--- src/scsw_pkg.sv ---
// constants and carrier types for the system control, status and watchdog block
package scsw_pkg;

   // clock and timing
   localparam int unsigned CLK_HZ = 100_000_000;
   localparam int unsigned WD_MIN_PERIOD_MS = 10;
   localparam int unsigned WD_BASE_CYCLES = WD_MIN_PERIOD_MS * (CLK_HZ / 1000);
   localparam int unsigned LIN_CL_OFF_US = 500;
   localparam int unsigned LIN_CL_OFF_CYCLES = LIN_CL_OFF_US * (CLK_HZ / 1_000_000);
   localparam int unsigned WD_CNT_W = 24;
   localparam int unsigned LIN_CNT_W = 17;

   // register addresses on the spi link
   localparam logic [4:0] ADDR_SYSTEM_CONTROL = 5'h00;
   localparam logic [4:0] ADDR_HIGH_SIDE_STATUS = 5'h04;
   localparam logic [4:0] ADDR_WATCHDOG_CONTROL = 5'h0b;
   localparam logic [4:0] ADDR_SYSTEM_STATUS = 5'h0c;
   localparam logic [7:0] REG_RESET = 8'h00;

   // field positions
   localparam int unsigned SC_STOP_BIT = 6;
   localparam int unsigned SC_SLEEP_BIT = 5;
   localparam logic [7:0] SC_STOP_GUARD = 8'hbc;
   localparam logic [7:0] SC_SLEEP_GUARD = 8'hdc;
   localparam int unsigned HS_5V_OCF_BIT = 7;
   localparam int unsigned WD_ENABLE_BIT = 7;
   localparam int unsigned WD_RESTART_BIT = 3;

   // spi frame
   localparam logic [4:0] FRAME_BITS = 5'h10;
   localparam logic [4:0] PARITY_SAMPLE = 5'h06;
   localparam int unsigned PIN_SS = 2;
   localparam int unsigned PIN_SCK = 1;
   localparam int unsigned PIN_MOSI = 0;
   localparam logic [2:0] PIN_IDLE = 3'h4;

   typedef struct packed {
      logic power_stage_enable;
      logic stop;
      logic sleep;
      logic low_side_thermal_shutdown_select;
      logic high_side_thermal_shutdown_select;
      logic voltage_shutdown_select;
      logic [1:0] srs;
   } system_control_t;

   typedef struct packed {
      logic lin_cl;
      logic htf;
      logic vf;
      logic h0f;
      logic s5vf;
      logic high_side_failure_summary;
      logic half_bridge_failure_summary;
      logic zero;
   } status_t;

   typedef struct packed {
      logic [2:0] high_side;
      logic half_bridge_high;
      logic half_bridge_low;
      logic lin_tx;
      logic a0_source;
      logic switched_5v;
   } power_en_t;

   typedef enum logic [1:0] {
      SLEW_INITIAL_20K,
      SLEW_HIGH_8X,
      SLEW_SLOW_10K,
      SLEW_HIGH_4X
   } lin_slew_t;

endpackage : scsw_pkg

--- src/system_control_status_watchdog.sv ---
// system control, status, over-current flags and window watchdog behind the spi link
//
// Summary of operation
// RQ1 - high side over-current flags set, write-one clears
// RQ2 - switched 5V over-current flag, write-one clears
// RQ3 - power stage enable gates all power outputs
// RQ4 - stop request enters stop, irq clears
// RQ5 - stop only when other control bits except slew select are zero
// RQ6 - sleep only when other bits except slew select zero, irq clears
// RQ7 - high side thermal shutdown select
// RQ8 - low side thermal shutdown select
// RQ9 - voltage failure disables power stages except switched 5V, unless voltage shutdown select is set
// RQ10 - two-bit LIN slew select decode
// RQ11 - LIN current limit status, timed transmitter off
// RQ12 - status mirrors high temperature flag
// RQ13 - voltage failure is low OR high
// RQ14 - status mirrors auxiliary high side over-current
// RQ15 - status mirrors switched 5V over-current flag
// RQ16 - high side and half-bridge failure summaries
// RQ17 - watchdog enable set once, reset clears
// RQ18 - restart clears counter at frame end
// RQ19 - watchdog bites at end or early restart
// RQ20 - watchdog period select 80/40/20/10 ms
// RQ21 - stop halts watchdog, wake clears timer
// RQ22 - sleep entry halts watchdog, clears enable
// RQ23 - writes at slave-select rise, sixteen samples only
// RQ24 - closed first half, open second half
// RQ25 - restart, stop, sleep bits read zero
`timescale 1ns/1ps
`default_nettype none

module system_control_status_watchdog #(
   parameter int unsigned WD_BASE_CYCLES = scsw_pkg::WD_BASE_CYCLES,
   parameter int unsigned LIN_CL_OFF_CYCLES = scsw_pkg::LIN_CL_OFF_CYCLES
) (
   // clock and reset
   input wire logic sys_clk_in,
   input wire logic srst_in,
   // spi link, this die is slave
   input wire logic spi_ss_n_in,
   input wire logic spi_sck_in,
   input wire logic spi_mosi_in,
   output logic spi_miso_out,
   output logic spi_miso_oe_n_out,
   // analog status
   input wire logic [2:0] hs_overcurrent_in,
   input wire logic switched_5v_overcurrent_in,
   input wire logic [3:0] half_bridge_overcurrent_in,
   input wire logic aux_high_side_overcurrent_flag_in,
   input wire logic lin_current_limit_in,
   input wire logic high_temperature_flag_in,
   input wire logic low_voltage_flag_in,
   input wire logic high_voltage_flag_in,
   input wire logic cpu_irq_in,
   // control outputs
   output var scsw_pkg::power_en_t power_enable_out,
   output var scsw_pkg::lin_slew_t lin_slew_mode_out,
   output logic stop_mode_out,
   output logic sleep_mode_out,
   output logic watchdog_reset_out
);

   ////////////////////////////////////////////////////////////////////////////
   // pin synchronisers: a change counts once stages two and three agree
   logic [2:0] pin_s1_q;
   logic [2:0] pin_s2_q;
   logic [2:0] pin_s3_q;
   logic [2:0] pin_filt_q;
   logic [2:0] pin_filt_d;
   logic [2:0] pin_prev_q;

   always_ff @(posedge sys_clk_in) begin
      if (srst_in) begin
         pin_s1_q <= scsw_pkg::PIN_IDLE;
         pin_s2_q <= scsw_pkg::PIN_IDLE;
         pin_s3_q <= scsw_pkg::PIN_IDLE;
         pin_filt_q <= scsw_pkg::PIN_IDLE;
         pin_prev_q <= scsw_pkg::PIN_IDLE;
      end else begin
         pin_s1_q <= {spi_ss_n_in, spi_sck_in, spi_mosi_in};
         pin_s2_q <= pin_s1_q;
         pin_s3_q <= pin_s2_q;
         pin_filt_q <= pin_filt_d;
         pin_prev_q <= pin_filt_q;
      end
   end

   assign pin_filt_d = ((pin_s2_q ~^ pin_s3_q) & pin_s3_q) | ((pin_s2_q ^ pin_s3_q) & pin_filt_q);

   logic ss_active;
   logic ss_fall;
   logic ss_rise;
   logic sck_rise;
   logic sck_fall;
   logic mosi_bit;

   assign ss_active = ~pin_filt_q[scsw_pkg::PIN_SS];
   assign ss_fall = pin_prev_q[scsw_pkg::PIN_SS] & ~pin_filt_q[scsw_pkg::PIN_SS];
   assign ss_rise = ~pin_prev_q[scsw_pkg::PIN_SS] & pin_filt_q[scsw_pkg::PIN_SS];
   assign sck_rise = ss_active & ~pin_prev_q[scsw_pkg::PIN_SCK] & pin_filt_q[scsw_pkg::PIN_SCK];
   assign sck_fall = ss_active & pin_prev_q[scsw_pkg::PIN_SCK] & ~pin_filt_q[scsw_pkg::PIN_SCK];
   assign mosi_bit = pin_filt_q[scsw_pkg::PIN_MOSI];

   ////////////////////////////////////////////////////////////////////////////
   // spi frame: address, r/w, parity, spare, then data byte, msb first
   logic [4:0] bit_cnt_q;
   logic [15:0] rx_q;
   logic [15:0] rx_next;
   logic [15:0] tx_q;
   logic miso_oe_n_q;

   assign rx_next = {rx_q[14:0], mosi_bit};

   always_ff @(posedge sys_clk_in) begin
      if (srst_in) begin
         bit_cnt_q <= 5'h00;
         rx_q <= 16'h0000;
      end else if (ss_fall) begin
         bit_cnt_q <= 5'h00;
         rx_q <= 16'h0000;
      end else if (sck_fall) begin
         rx_q <= rx_next;
         if (bit_cnt_q != 5'h1f) begin
            bit_cnt_q <= bit_cnt_q + 5'h01;
         end
      end
   end

   logic frame_ok;
   logic [4:0] frame_addr;
   logic [7:0] frame_data;
   logic frame_write;

   // parity is even over r/w, address and parity bit
   assign frame_ok = ss_rise && (bit_cnt_q == scsw_pkg::FRAME_BITS); // RQ23
   assign frame_addr = rx_q[15:11];
   assign frame_data = rx_q[7:0];
   assign frame_write = frame_ok && !rx_q[10] && !(^rx_q[15:9]); // RQ23

   logic sc_wr;
   logic hs_wr;
   logic wd_wr;

   always_comb begin
      sc_wr = 1'b0;
      hs_wr = 1'b0;
      wd_wr = 1'b0;
      if (frame_write && frame_addr == scsw_pkg::ADDR_SYSTEM_CONTROL) begin
         sc_wr = 1'b1;
      end else if (frame_write && frame_addr == scsw_pkg::ADDR_HIGH_SIDE_STATUS) begin
         hs_wr = 1'b1;
      end else if (frame_write && frame_addr == scsw_pkg::ADDR_WATCHDOG_CONTROL) begin
         wd_wr = 1'b1;
      end
   end

   ////////////////////////////////////////////////////////////////////////////
   // registers
   scsw_pkg::system_control_t system_control_q;
   scsw_pkg::status_t status_q;
   logic [2:0] hs_ocf_q;
   logic s5v_ocf_q;
   logic watchdog_enable_q;
   logic [1:0] wdp_q;
   logic stop_q;
   logic sleep_q;
   logic stop_set;
   logic sleep_set;

   assign stop_set = sc_wr && frame_data[scsw_pkg::SC_STOP_BIT]
      && ((frame_data & scsw_pkg::SC_STOP_GUARD) == scsw_pkg::REG_RESET); // RQ5
   assign sleep_set = sc_wr && frame_data[scsw_pkg::SC_SLEEP_BIT]
      && ((frame_data & scsw_pkg::SC_SLEEP_GUARD) == scsw_pkg::REG_RESET); // RQ6

   always_ff @(posedge sys_clk_in) begin
      if (srst_in) begin
         system_control_q <= scsw_pkg::system_control_t'(scsw_pkg::REG_RESET);
      end else if (sc_wr) begin
         system_control_q <= scsw_pkg::system_control_t'(frame_data);
         system_control_q.stop <= 1'b0; // RQ25
         system_control_q.sleep <= 1'b0; // RQ25
      end
   end

   // mode requests: a set in the same cycle as an irq wins
   always_ff @(posedge sys_clk_in) begin
      if (srst_in) begin
         stop_q <= 1'b0;
         sleep_q <= 1'b0;
      end else begin
         stop_q <= stop_set | (stop_q & ~cpu_irq_in); // RQ4
         sleep_q <= sleep_set | (sleep_q & ~cpu_irq_in); // RQ6
      end
   end

   logic [2:0] hs_clr;
   logic s5v_clr;

   assign hs_clr = hs_wr ? frame_data[2:0] : 3'h0;
   assign s5v_clr = hs_wr & frame_data[scsw_pkg::HS_5V_OCF_BIT];

   always_ff @(posedge sys_clk_in) begin
      if (srst_in) begin
         hs_ocf_q <= 3'h0;
         s5v_ocf_q <= 1'b0;
      end else begin
         hs_ocf_q <= (hs_ocf_q & ~hs_clr) | hs_overcurrent_in; // RQ1
         s5v_ocf_q <= (s5v_ocf_q & ~s5v_clr) | switched_5v_overcurrent_in; // RQ2
      end
   end

   always_ff @(posedge sys_clk_in) begin
      if (srst_in) begin
         watchdog_enable_q <= 1'b0;
         wdp_q <= 2'h0;
      end else begin
         if (sleep_set) begin
            watchdog_enable_q <= 1'b0; // RQ22
         end else if (wd_wr && frame_data[scsw_pkg::WD_ENABLE_BIT]) begin
            watchdog_enable_q <= 1'b1; // RQ17
         end
         if (wd_wr) begin
            wdp_q <= frame_data[1:0]; // RQ20
         end
      end
   end

   always_ff @(posedge sys_clk_in) begin
      if (srst_in) begin
         status_q <= scsw_pkg::status_t'(scsw_pkg::REG_RESET);
      end else begin
         status_q.lin_cl <= lin_current_limit_in; // RQ11
         status_q.htf <= high_temperature_flag_in; // RQ12
         status_q.vf <= low_voltage_flag_in | high_voltage_flag_in; // RQ13
         status_q.h0f <= aux_high_side_overcurrent_flag_in; // RQ14
         status_q.s5vf <= s5v_ocf_q; // RQ15
         status_q.high_side_failure_summary <= |hs_ocf_q; // RQ16
         status_q.half_bridge_failure_summary <= |half_bridge_overcurrent_in; // RQ16
         status_q.zero <= 1'b0;
      end
   end

   function automatic logic [7:0] read_reg(input logic [4:0] addr);
      logic [7:0] val;
      val = scsw_pkg::REG_RESET;
      if (addr == scsw_pkg::ADDR_SYSTEM_CONTROL) begin
         val = system_control_q; // RQ25
      end else if (addr == scsw_pkg::ADDR_HIGH_SIDE_STATUS) begin
         val[scsw_pkg::HS_5V_OCF_BIT] = s5v_ocf_q;
         val[2:0] = hs_ocf_q;
      end else if (addr == scsw_pkg::ADDR_WATCHDOG_CONTROL) begin
         val[scsw_pkg::WD_ENABLE_BIT] = watchdog_enable_q;
         val[1:0] = wdp_q; // RQ25
      end else if (addr == scsw_pkg::ADDR_SYSTEM_STATUS) begin
         val = status_q;
      end
      return val;
   endfunction : read_reg

   ////////////////////////////////////////////////////////////////////////////
   // miso: status byte from frame start, register data caught at parity bit
   always_ff @(posedge sys_clk_in) begin
      if (srst_in) begin
         tx_q <= 16'h0000;
      end else if (ss_fall) begin
         tx_q <= {status_q, scsw_pkg::REG_RESET};
      end else if (sck_fall && bit_cnt_q == scsw_pkg::PARITY_SAMPLE) begin
         // six shifts have passed, so the data byte lands where shift eight exposes it
         tx_q[13:6] <= read_reg(rx_next[6:2]);
      end else if (sck_rise && bit_cnt_q != 5'h00) begin
         tx_q <= {tx_q[14:0], 1'b0};
      end
   end

   always_ff @(posedge sys_clk_in) begin
      if (srst_in) begin
         miso_oe_n_q <= 1'b1;
      end else begin
         miso_oe_n_q <= pin_filt_d[scsw_pkg::PIN_SS];
      end
   end

   assign spi_miso_out = tx_q[15];
   assign spi_miso_oe_n_out = miso_oe_n_q;

   ////////////////////////////////////////////////////////////////////////////
   // window watchdog
   logic [scsw_pkg::WD_CNT_W-1:0] wd_cnt_q;
   logic [scsw_pkg::WD_CNT_W-1:0] wd_period;
   logic wd_run;
   logic wd_restart;
   logic wd_closed;
   logic wd_bite;
   logic wd_reset_q;

   always_comb begin
      case (wdp_q) // RQ20
         2'h0: wd_period = scsw_pkg::WD_CNT_W'(WD_BASE_CYCLES * 8);
         2'h1: wd_period = scsw_pkg::WD_CNT_W'(WD_BASE_CYCLES * 4);
         2'h2: wd_period = scsw_pkg::WD_CNT_W'(WD_BASE_CYCLES * 2);
         default: wd_period = scsw_pkg::WD_CNT_W'(WD_BASE_CYCLES);
      endcase
   end

   assign wd_run = watchdog_enable_q & ~stop_q & ~sleep_q; // RQ17
   assign wd_restart = wd_wr & frame_data[scsw_pkg::WD_RESTART_BIT]; // RQ18
   assign wd_closed = wd_cnt_q < (wd_period >> 1); // RQ24
   assign wd_bite = wd_run && ((wd_cnt_q >= wd_period - 1'b1) || (wd_restart && wd_closed)); // RQ19

   always_ff @(posedge sys_clk_in) begin
      if (srst_in) begin
         wd_cnt_q <= '0;
      end else if (!wd_run || wd_bite || wd_restart) begin
         wd_cnt_q <= '0; // RQ21
      end else begin
         wd_cnt_q <= wd_cnt_q + 1'b1;
      end
   end

   always_ff @(posedge sys_clk_in) begin
      if (srst_in) begin
         wd_reset_q <= 1'b0;
      end else begin
         wd_reset_q <= wd_bite; // RQ19
      end
   end

   assign watchdog_reset_out = wd_reset_q;

   ////////////////////////////////////////////////////////////////////////////
   // lin transmitter self shutdown after sustained current limitation
   logic [scsw_pkg::LIN_CNT_W-1:0] lin_cnt_q;
   logic lin_off_q;

   always_ff @(posedge sys_clk_in) begin
      if (srst_in) begin
         lin_cnt_q <= '0;
         lin_off_q <= 1'b0;
      end else begin
         if (!lin_current_limit_in) begin
            lin_cnt_q <= '0;
         end else if (lin_cnt_q != scsw_pkg::LIN_CNT_W'(LIN_CL_OFF_CYCLES - 1)) begin
            lin_cnt_q <= lin_cnt_q + 1'b1;
         end
         if (!system_control_q.power_stage_enable) begin
            lin_off_q <= 1'b0;
         end else if (lin_cnt_q == scsw_pkg::LIN_CNT_W'(LIN_CL_OFF_CYCLES - 1)) begin
            lin_off_q <= 1'b1; // RQ11
         end
      end
   end

   ////////////////////////////////////////////////////////////////////////////
   // power stage enables and mode outputs
   logic temp_hi_off;
   logic temp_lo_off;
   logic volt_off;
   scsw_pkg::power_en_t power_q;
   scsw_pkg::lin_slew_t slew_q;

   assign temp_hi_off = high_temperature_flag_in & ~system_control_q.high_side_thermal_shutdown_select; // RQ7
   assign temp_lo_off = high_temperature_flag_in & ~system_control_q.low_side_thermal_shutdown_select; // RQ8
   assign volt_off = (low_voltage_flag_in | high_voltage_flag_in) & ~system_control_q.voltage_shutdown_select; // RQ9

   always_ff @(posedge sys_clk_in) begin
      if (srst_in) begin
         power_q <= '0;
      end else begin
         power_q.high_side <= {3{system_control_q.power_stage_enable & ~temp_hi_off & ~volt_off}} & ~hs_ocf_q; // RQ3
         power_q.half_bridge_high <= system_control_q.power_stage_enable & ~temp_hi_off & ~volt_off; // RQ7
         power_q.half_bridge_low <= system_control_q.power_stage_enable & ~temp_lo_off & ~volt_off; // RQ8
         power_q.lin_tx <= system_control_q.power_stage_enable & ~lin_off_q & ~volt_off; // RQ3
         power_q.a0_source <= system_control_q.power_stage_enable & ~volt_off; // RQ3
         power_q.switched_5v <= system_control_q.power_stage_enable & ~s5v_ocf_q; // RQ2
      end
   end

   always_ff @(posedge sys_clk_in) begin
      if (srst_in) begin
         slew_q <= scsw_pkg::SLEW_INITIAL_20K;
      end else begin
         case (system_control_q.srs) // RQ10
            2'h0: slew_q <= scsw_pkg::SLEW_INITIAL_20K;
            2'h1: slew_q <= scsw_pkg::SLEW_HIGH_8X;
            2'h2: slew_q <= scsw_pkg::SLEW_SLOW_10K;
            default: slew_q <= scsw_pkg::SLEW_HIGH_4X;
         endcase
      end
   end

   assign power_enable_out = power_q;
   assign lin_slew_mode_out = slew_q;
   assign stop_mode_out = stop_q;
   assign sleep_mode_out = sleep_q;
endmodule : system_control_status_watchdog

`default_nettype wire

--- config.mk ---
export PLATFORM = sky130hd
export DESIGN_NAME = system_control_status_watchdog
export DESIGN_NICKNAME = d
export VERILOG_FILES = /design/src/scsw_pkg.sv /design/src/system_control_status_watchdog.sv
export SDC_FILE = /design/constraint.sdc
export NUM_CORES = 1
export LEC_CHECK = 0
export ABC_AREA = 1
export BUFFER_PORTS_ARGS = -buffer_cell sky130_fd_sc_hd__buf_2
export CORE_MARGIN = 4
export CORE_UTILIZATION = 43
export DETAILED_ROUTE_END_ITERATION = 10
export MAX_ROUTING_LAYER = met4
export PLACE_DENSITY_LB_ADDON = 0.15
export SETUP_SLACK_MARGIN = 0.05
export SYNTH_ARGS = -nofsm -noshare
export SYNTH_HDL_FRONTEND = slang
export SYNTH_SLANG_ARGS = --single-unit
--- constraint.sdc ---
create_clock -name sys_clk_in -period 2.1 [get_ports sys_clk_in]
set_clock_uncertainty 0.05 [all_clocks]
set_input_delay 0.315 -clock sys_clk_in [delete_from_list [all_inputs] [get_ports sys_clk_in]]
set_output_delay 0.315 -clock sys_clk_in [all_outputs]
set_load 0.01 [all_outputs]
# [Word-level counts from Yosys, hierarchy flattened]
# Cells that the tools add are included.
[totals] reg_bits=123 input_bits=19 elab_cells=181 out_inout_bits=15
[classes] n_addsub=4 n_reduce_logical=41 bitwise=56 n_eq_ne=15 muxes=22 n_lt_le_gt_ge=2
[ops] cell="$pmux 23 s3" n=1
[ops] cell="$mux 16" n=2
[ops] cell="$add 24x1->24 const B" n=1
[ops] cell="$and 1x1->1" n=24
[ops] cell="$ge 24x24->1" n=1
[ops] cell="$lt 24x23->1" n=1
[ops] cell="$mux 8" n=3
[ops] cell="$sub 24x1->24 const B" n=1
[ops] cell="$not 1->1" n=18
[ops] cell="$add 17x1->17 const B" n=1
[ops] cell="$eq 17x16->1 const B" n=1
[ops] cell="$ne 17x16->1 const B" n=1
[ops] cell="$logic_not 8->1" n=2
[ops] cell="$eq 5x3->1 const B" n=3
[ops] cell="$eq 5x4->1 const B" n=3
[ops] cell="$logic_and 1x1->1" n=15
[ops] cell="$and 3x3->3" n=4
[ops] cell="$logic_not 5->1" n=2
[ops] cell="$reduce_or 2->1" n=5
[ops] cell="$mux 1" n=8
[ops] cell="$reduce_xor 7->1" n=1
[ops] cell="$mux 3" n=2
[ops] cell="$mux 6" n=1
[ops] cell="$not 3->3" n=2
[ops] cell="other kinds (23)" n=37

# [Logic depth before layout (Yosys ltp)]
[logic_depth] ltp_word=16 depth_mapped=16 ltp_nobuf=16

# [Worst setup path after synthesis]
# No wires, ideal clock.
[synth_path] path_kind="reg-to-reg" start="register wdp_q[0]" end="register wd_cnt_q[2] in the netlist's numbering" path_slack_ns=-0.212 required_ns=1.977 synth_period_minus_slack_ns=2.312 path_buffers=1 arrival_ns=2.189 stages_incl_launch_ff=15 setup_time_ns=0.073 cell_sequence="dfxtp_1 -> inv_1 -> ha_1 -> inv_1 -> a21oi_1 -> nor3_1 -> ha_1 -> a21oi_1 -> o21ai_0 -> a21oi_1 -> nand2_1 -> nor2_2 -> nand3_4 -> buf_12 -> nor3_4"
[synth_via] elab_chain_cells=9 elab_cells_between_ends=13 classes_between="add/sub: 1; order compare: 2; eq/ne: 2; mux: 1; reduce/logical: 7"
[synth_rtl] element="from (decl)" line="system_control_status_watchdog.sv:164" source="logic [1:0] wdp_q;"
[synth_rtl] element="from (signal assigned)" line="system_control_status_watchdog.sv:223" source="wdp_q <= frame_data[1:0];"
[synth_rtl] element="$eq 2x2->1 (tied with other cells)" line="system_control_status_watchdog.sv:297" source="case (wdp_q)"
[synth_rtl] element="$pmux 23 s3 (*)" line="system_control_status_watchdog.sv:297"
[synth_rtl] element="$sub 24x1->24 or $lt 24x23->1 (tied branches)" line="system_control_status_watchdog.sv:308, system_control_status_watchdog.sv:307"
[synth_rtl] element="$ge 24x24->1 or $logic_and 1x1->1 (tied branches)" line="system_control_status_watchdog.sv:308" source="assign wd_bite = wd_run && ((wd_cnt_q >= wd_period - 1'b1) || (wd_restart && wd_closed));"
[synth_rtl] element="$logic_or 1x1->1 (*)" line="system_control_status_watchdog.sv:308"
[synth_rtl] element="$logic_and 1x1->1 (*)" line="system_control_status_watchdog.sv:308"
[synth_rtl] element="$logic_or 1x1->1 (*) (2 in series)" line="system_control_status_watchdog.sv:313" source="end else if (!wd_run || wd_bite || wd_restart) begin"
[synth_rtl] element="$reduce_or 2->1 (no source line) (*)"
[synth_rtl] element="to (signal assigned)" line="system_control_status_watchdog.sv:316" source="wd_cnt_q <= wd_cnt_q + 1'b1;"
[synth_rtl] element="to (decl)" line="system_control_status_watchdog.sv:288" source="logic [scsw_pkg::WD_CNT_W-1:0] wd_cnt_q;"
# Mark *: on every way between the ends. The rest lies on a longest branch, timed or not.
# A chain may end at the register's enable or synchronous reset.

# [Worst setup path after layout]
[layout_path] start="register wdp_q[0]" end="register wd_cnt_q[14] in the netlist's numbering"
# The elaborated chain is that of the path after synthesis.

==> flow_summary.ini <==
[run_status]
status = finished, violations left
violations = setup timing

[critical_path]
worstPathRequired_ns = 2.38
end_kind = register
reg2reg_slack_ns = -0.14
rr_startpoint = wdp_q[0]
crit_arrival_ns = 2.52
worst_setup_path_start_kind = register
crit_path_start = wdp_q[0]
worstRegToRegCells = 14
crit_type = register to register
worst-path-max-fanout = 23
r2r_end = wd_cnt_q[14]

[cells_and_area]
fillers = 1293
drive_gt1_share_pct = 20.00
synthToLayoutAreaGrowth_pct = 20.22
regArea_sq_um = 2412
n_antenna_cell = 0
finish.instance_area_sq_um = 7395
multi_input_area_sq_um = 3291
final_cells = 1050
fin_nets = 932

[placement]
dp_hpwl_mm = 10.98
dpl_cell_area_sq_um = 6741
gp_congestion = 0.9259
portBuffers = 33
placed_cells = 1019

[yosys]
ys.flop_type = dfxtp_1
async_flop_share_pct = 0
syn-num-nets = 864
synth.top_cells.by_count = dfxtp_1 (120), inv_1 (110), nand2_1 (99), nor2_1 (91), a21oi_1 (83)
yosysWarningCount = 0
synth_top_area_share_pct = 39.06
syn_area_per_cell_sq_um = 7.766
synth-simple-area-share_pct = 24.78
synth_compound_area_share_pct = 14.75
synthXorXnorAreaFrac_pct = 1.566
ys_seq_elements = 120
ys_top_cells_by_area = dfxtp_1 (39%), ha_1 (11%), a21oi_1 (6.8%)
syn_inst = 792
synth_area_leader_cell = dfxtp_1
synthMuxAreaShare_pct = 0
synth.cell_area_sq_um = 6151
synthAdderAreaFrac_pct = 10.78
ys_seq_area_share_pct = 39.06
synth.most_common_cell = dfxtp_1
synth_cell_types = 49
synth_top_family_by_area = simple AND/OR/NAND/NOR gates
synth_enable_flop_cells = 0

[route]
drt-total-wl_mm = 14.36
drt_iter0_drc = 220
vias = 5316
drt-wirelength-per-cell_microns = 13.68
ant_nets = 0
first_pass_iters = 4
drc_errors = 0
routed_via_density = 5.063

[sta]
setup_slack_ns = -0.1407
finalSetupViolations = 25
slew_viol_final = 0
rsz0062_at_grt = yes
slew_headroom_pct = 63.94
tightest_slew_ns = 0.5389
layout_min_cycle_time_ns = 2.241
hold_viol_final = 0
fmax_mhz = 446.3
fin_crit_sh_pct = 106.7

[grt]
antenna_found_initial = 0
grt-ovfl-total = 0
grt_max_degree = 31
grt_pass1_vias = 5372
grt_util_all_layers_pct = 19.13
grt_pass1_wl_mm = 24.64

[power_and_ir_drop]
powerDensity_nw_per_um2 = 736.3
ir_drop_uv = 737.7
power_leakage_nw = 3.083
finalPower_mw = 5.445

[die]
core_area_sq_um = 13930
die_w_microns = 127.6
row_count = 43
die_area_sq_um = 16280
die_y_microns = 127.6
ioPinCount = 34
start_util_pct = 44.14

[clock_network]
clk_latency_ns = 0.41
cts_root_buf = clkbuf_16
cts_tree = yes
cts_hold_buf = 0
htreeDepth = 4
cts-buffers-inserted = 17
clk_pin_slew_ns = 0.06
clock_sinks = 120
cts_buffer_depth = 2

[flow_run]
cap_violations = 0

[min_path]
min_from = spi_ss_n_in
hold_end = pin_s1_q[2]
hold_path_class = input port to register
min_path_cells = 2
worst max-delay path by stage:
stage / end / slack (ns) / cells after the start
floorplan: wd_cnt_q[2] / -0.04 / 14
finish: wd_cnt_q[14] / -0.14 / 14
global placement: wd_cnt_q[11] / -0.13 / 12
detailed placement: wd_cnt_q[11] / -0.28 / 12
global route: wd_cnt_q[5] / -0.30 / 14
CTS: wd_cnt_q[5] / -0.16 / 14
per-stage QoR:
step | TNS, ns | hold slack (ns) | worst slack [ns] | util, %
3_3_place_gp | -2.183 | 0.3507 | -0.1295 | 48.38
2_1_floorplan | -0.3798 | 0.3383 | -0.04249 | -
5_1_grt | -6.936 | 0.03101 | -0.2998 | 53.07
4_1_cts | -2.829 | 0.02114 | -0.1553 | 52.82
6_report | -2.516 | 0.03044 | -0.1407 | 53.07
3_5_place_dp | -5.626 | 0.3487 | -0.2767 | 48.38
cell usage in the layout, fill, tap and decap left out, types with 3 or more instances in the layout:
master,netlist,routed
a21oi_1,83,81
ha_1,53,49
nand2_2,10,10
clkbuf_16,0,17
nor3_1,26,23
ha_4,0,4
nand3b_1,3,3
nor2_2,10,9
dfxtp_1,120,116
inv_1,110,106
nand2_1,99,99
or2_2,5,5
nor2_1,91,90
nor2_4,6,8
inv_2,9,10
a31oi_1,6,6
clkinvlp_4,0,3
bufinv_16,0,4
nand3_2,5,5
xor2_1,7,7
buf_4,0,28
nor3_2,5,8
buf_2,2,33
o21ai_0,55,50
o21ai_1,2,6
nand3_1,19,19
xnor2_1,4,3
o21a_1,4,4
nand4_1,16,16
clkinv_2,0,3
a21oi_2,5,7
nor4_1,5,5
cell families after synthesis:
group,after synthesis
flip-flops,120
adder cells (fa/ha/maj),53
XOR/XNOR,11
other,1
AND/OR/NAND/NOR,307
AO/OA/AOI/OAI,167
buffers and inverters,133
registers in the layout, indices dropped and copies added (netlist names):
name	flops
watchdog_enable_q	1
lin_off_q	1
power_enable_out	8
status_q	7
system_control_q	6
bit_cnt_q	5
pin_prev_q	2
pin_filt_q	3
sleep_mode_out	1
rx_q	16
wdp_q	2
pin_s3_q	3
hs_ocf_q	3
pin_s1_q	3
watchdog_reset_out	1
stop_mode_out	1
lin_slew_mode_out	2
wd_cnt_q	24
lin_cnt_q	17
tx_q	10
pin_s2_q	3
s5v_ocf_q	1
repair_timing:
action                                  4_1_cts  5_1_grt
endpoints found under the setup margin       26       31
hold endpoints to repair                      0        0
gates resized for setup                       6        7
pin swaps                                     2        3
setup buffers                                 0        2
worst max-delay path: stages (launching register included):
cell	delay [ns]
dfxtp_4	0.40
inv_8	0.06
ha_4	0.15
inv_2	0.05
a21oi_2	0.05
nor3_2	0.16
ha_1	0.28
a21oi_1	0.15
o21ai_1	0.08
a21oi_1	0.14
nand2_1	0.09
nor2_4	0.12
nand3_4	0.08
buf_12	0.18
nor3_1	0.12
where the power goes:
part	internal (mW)	switching, mW	leakage (nW)
registers	2.30	0.0185	0.975
clock network	1.96	1.03	0.287
logic	0.0466	0.0765	1.82
layout make-up:
cell class	count	area share (%)
clock inverters	12	2.420
multi-input cells	539	44.50
repair buffers	62	5.347
clock buffers	17	5.753
flip-flops and latches	120	32.62
inverters	120	6.311
well taps	180	3.046
metal layers:
metal	global-route usage [%]	part of all wire (%)	vias up	routed length [microns]
met2	32.95	49	85	7012
met4	7.179	2.5	0	357
li1	-	-	2744	-
met5	-	0	-	0
met3	3.595	2.9	23	423
met1	22.16	46	2464	6570
Power figures use the tool's default switching activity.
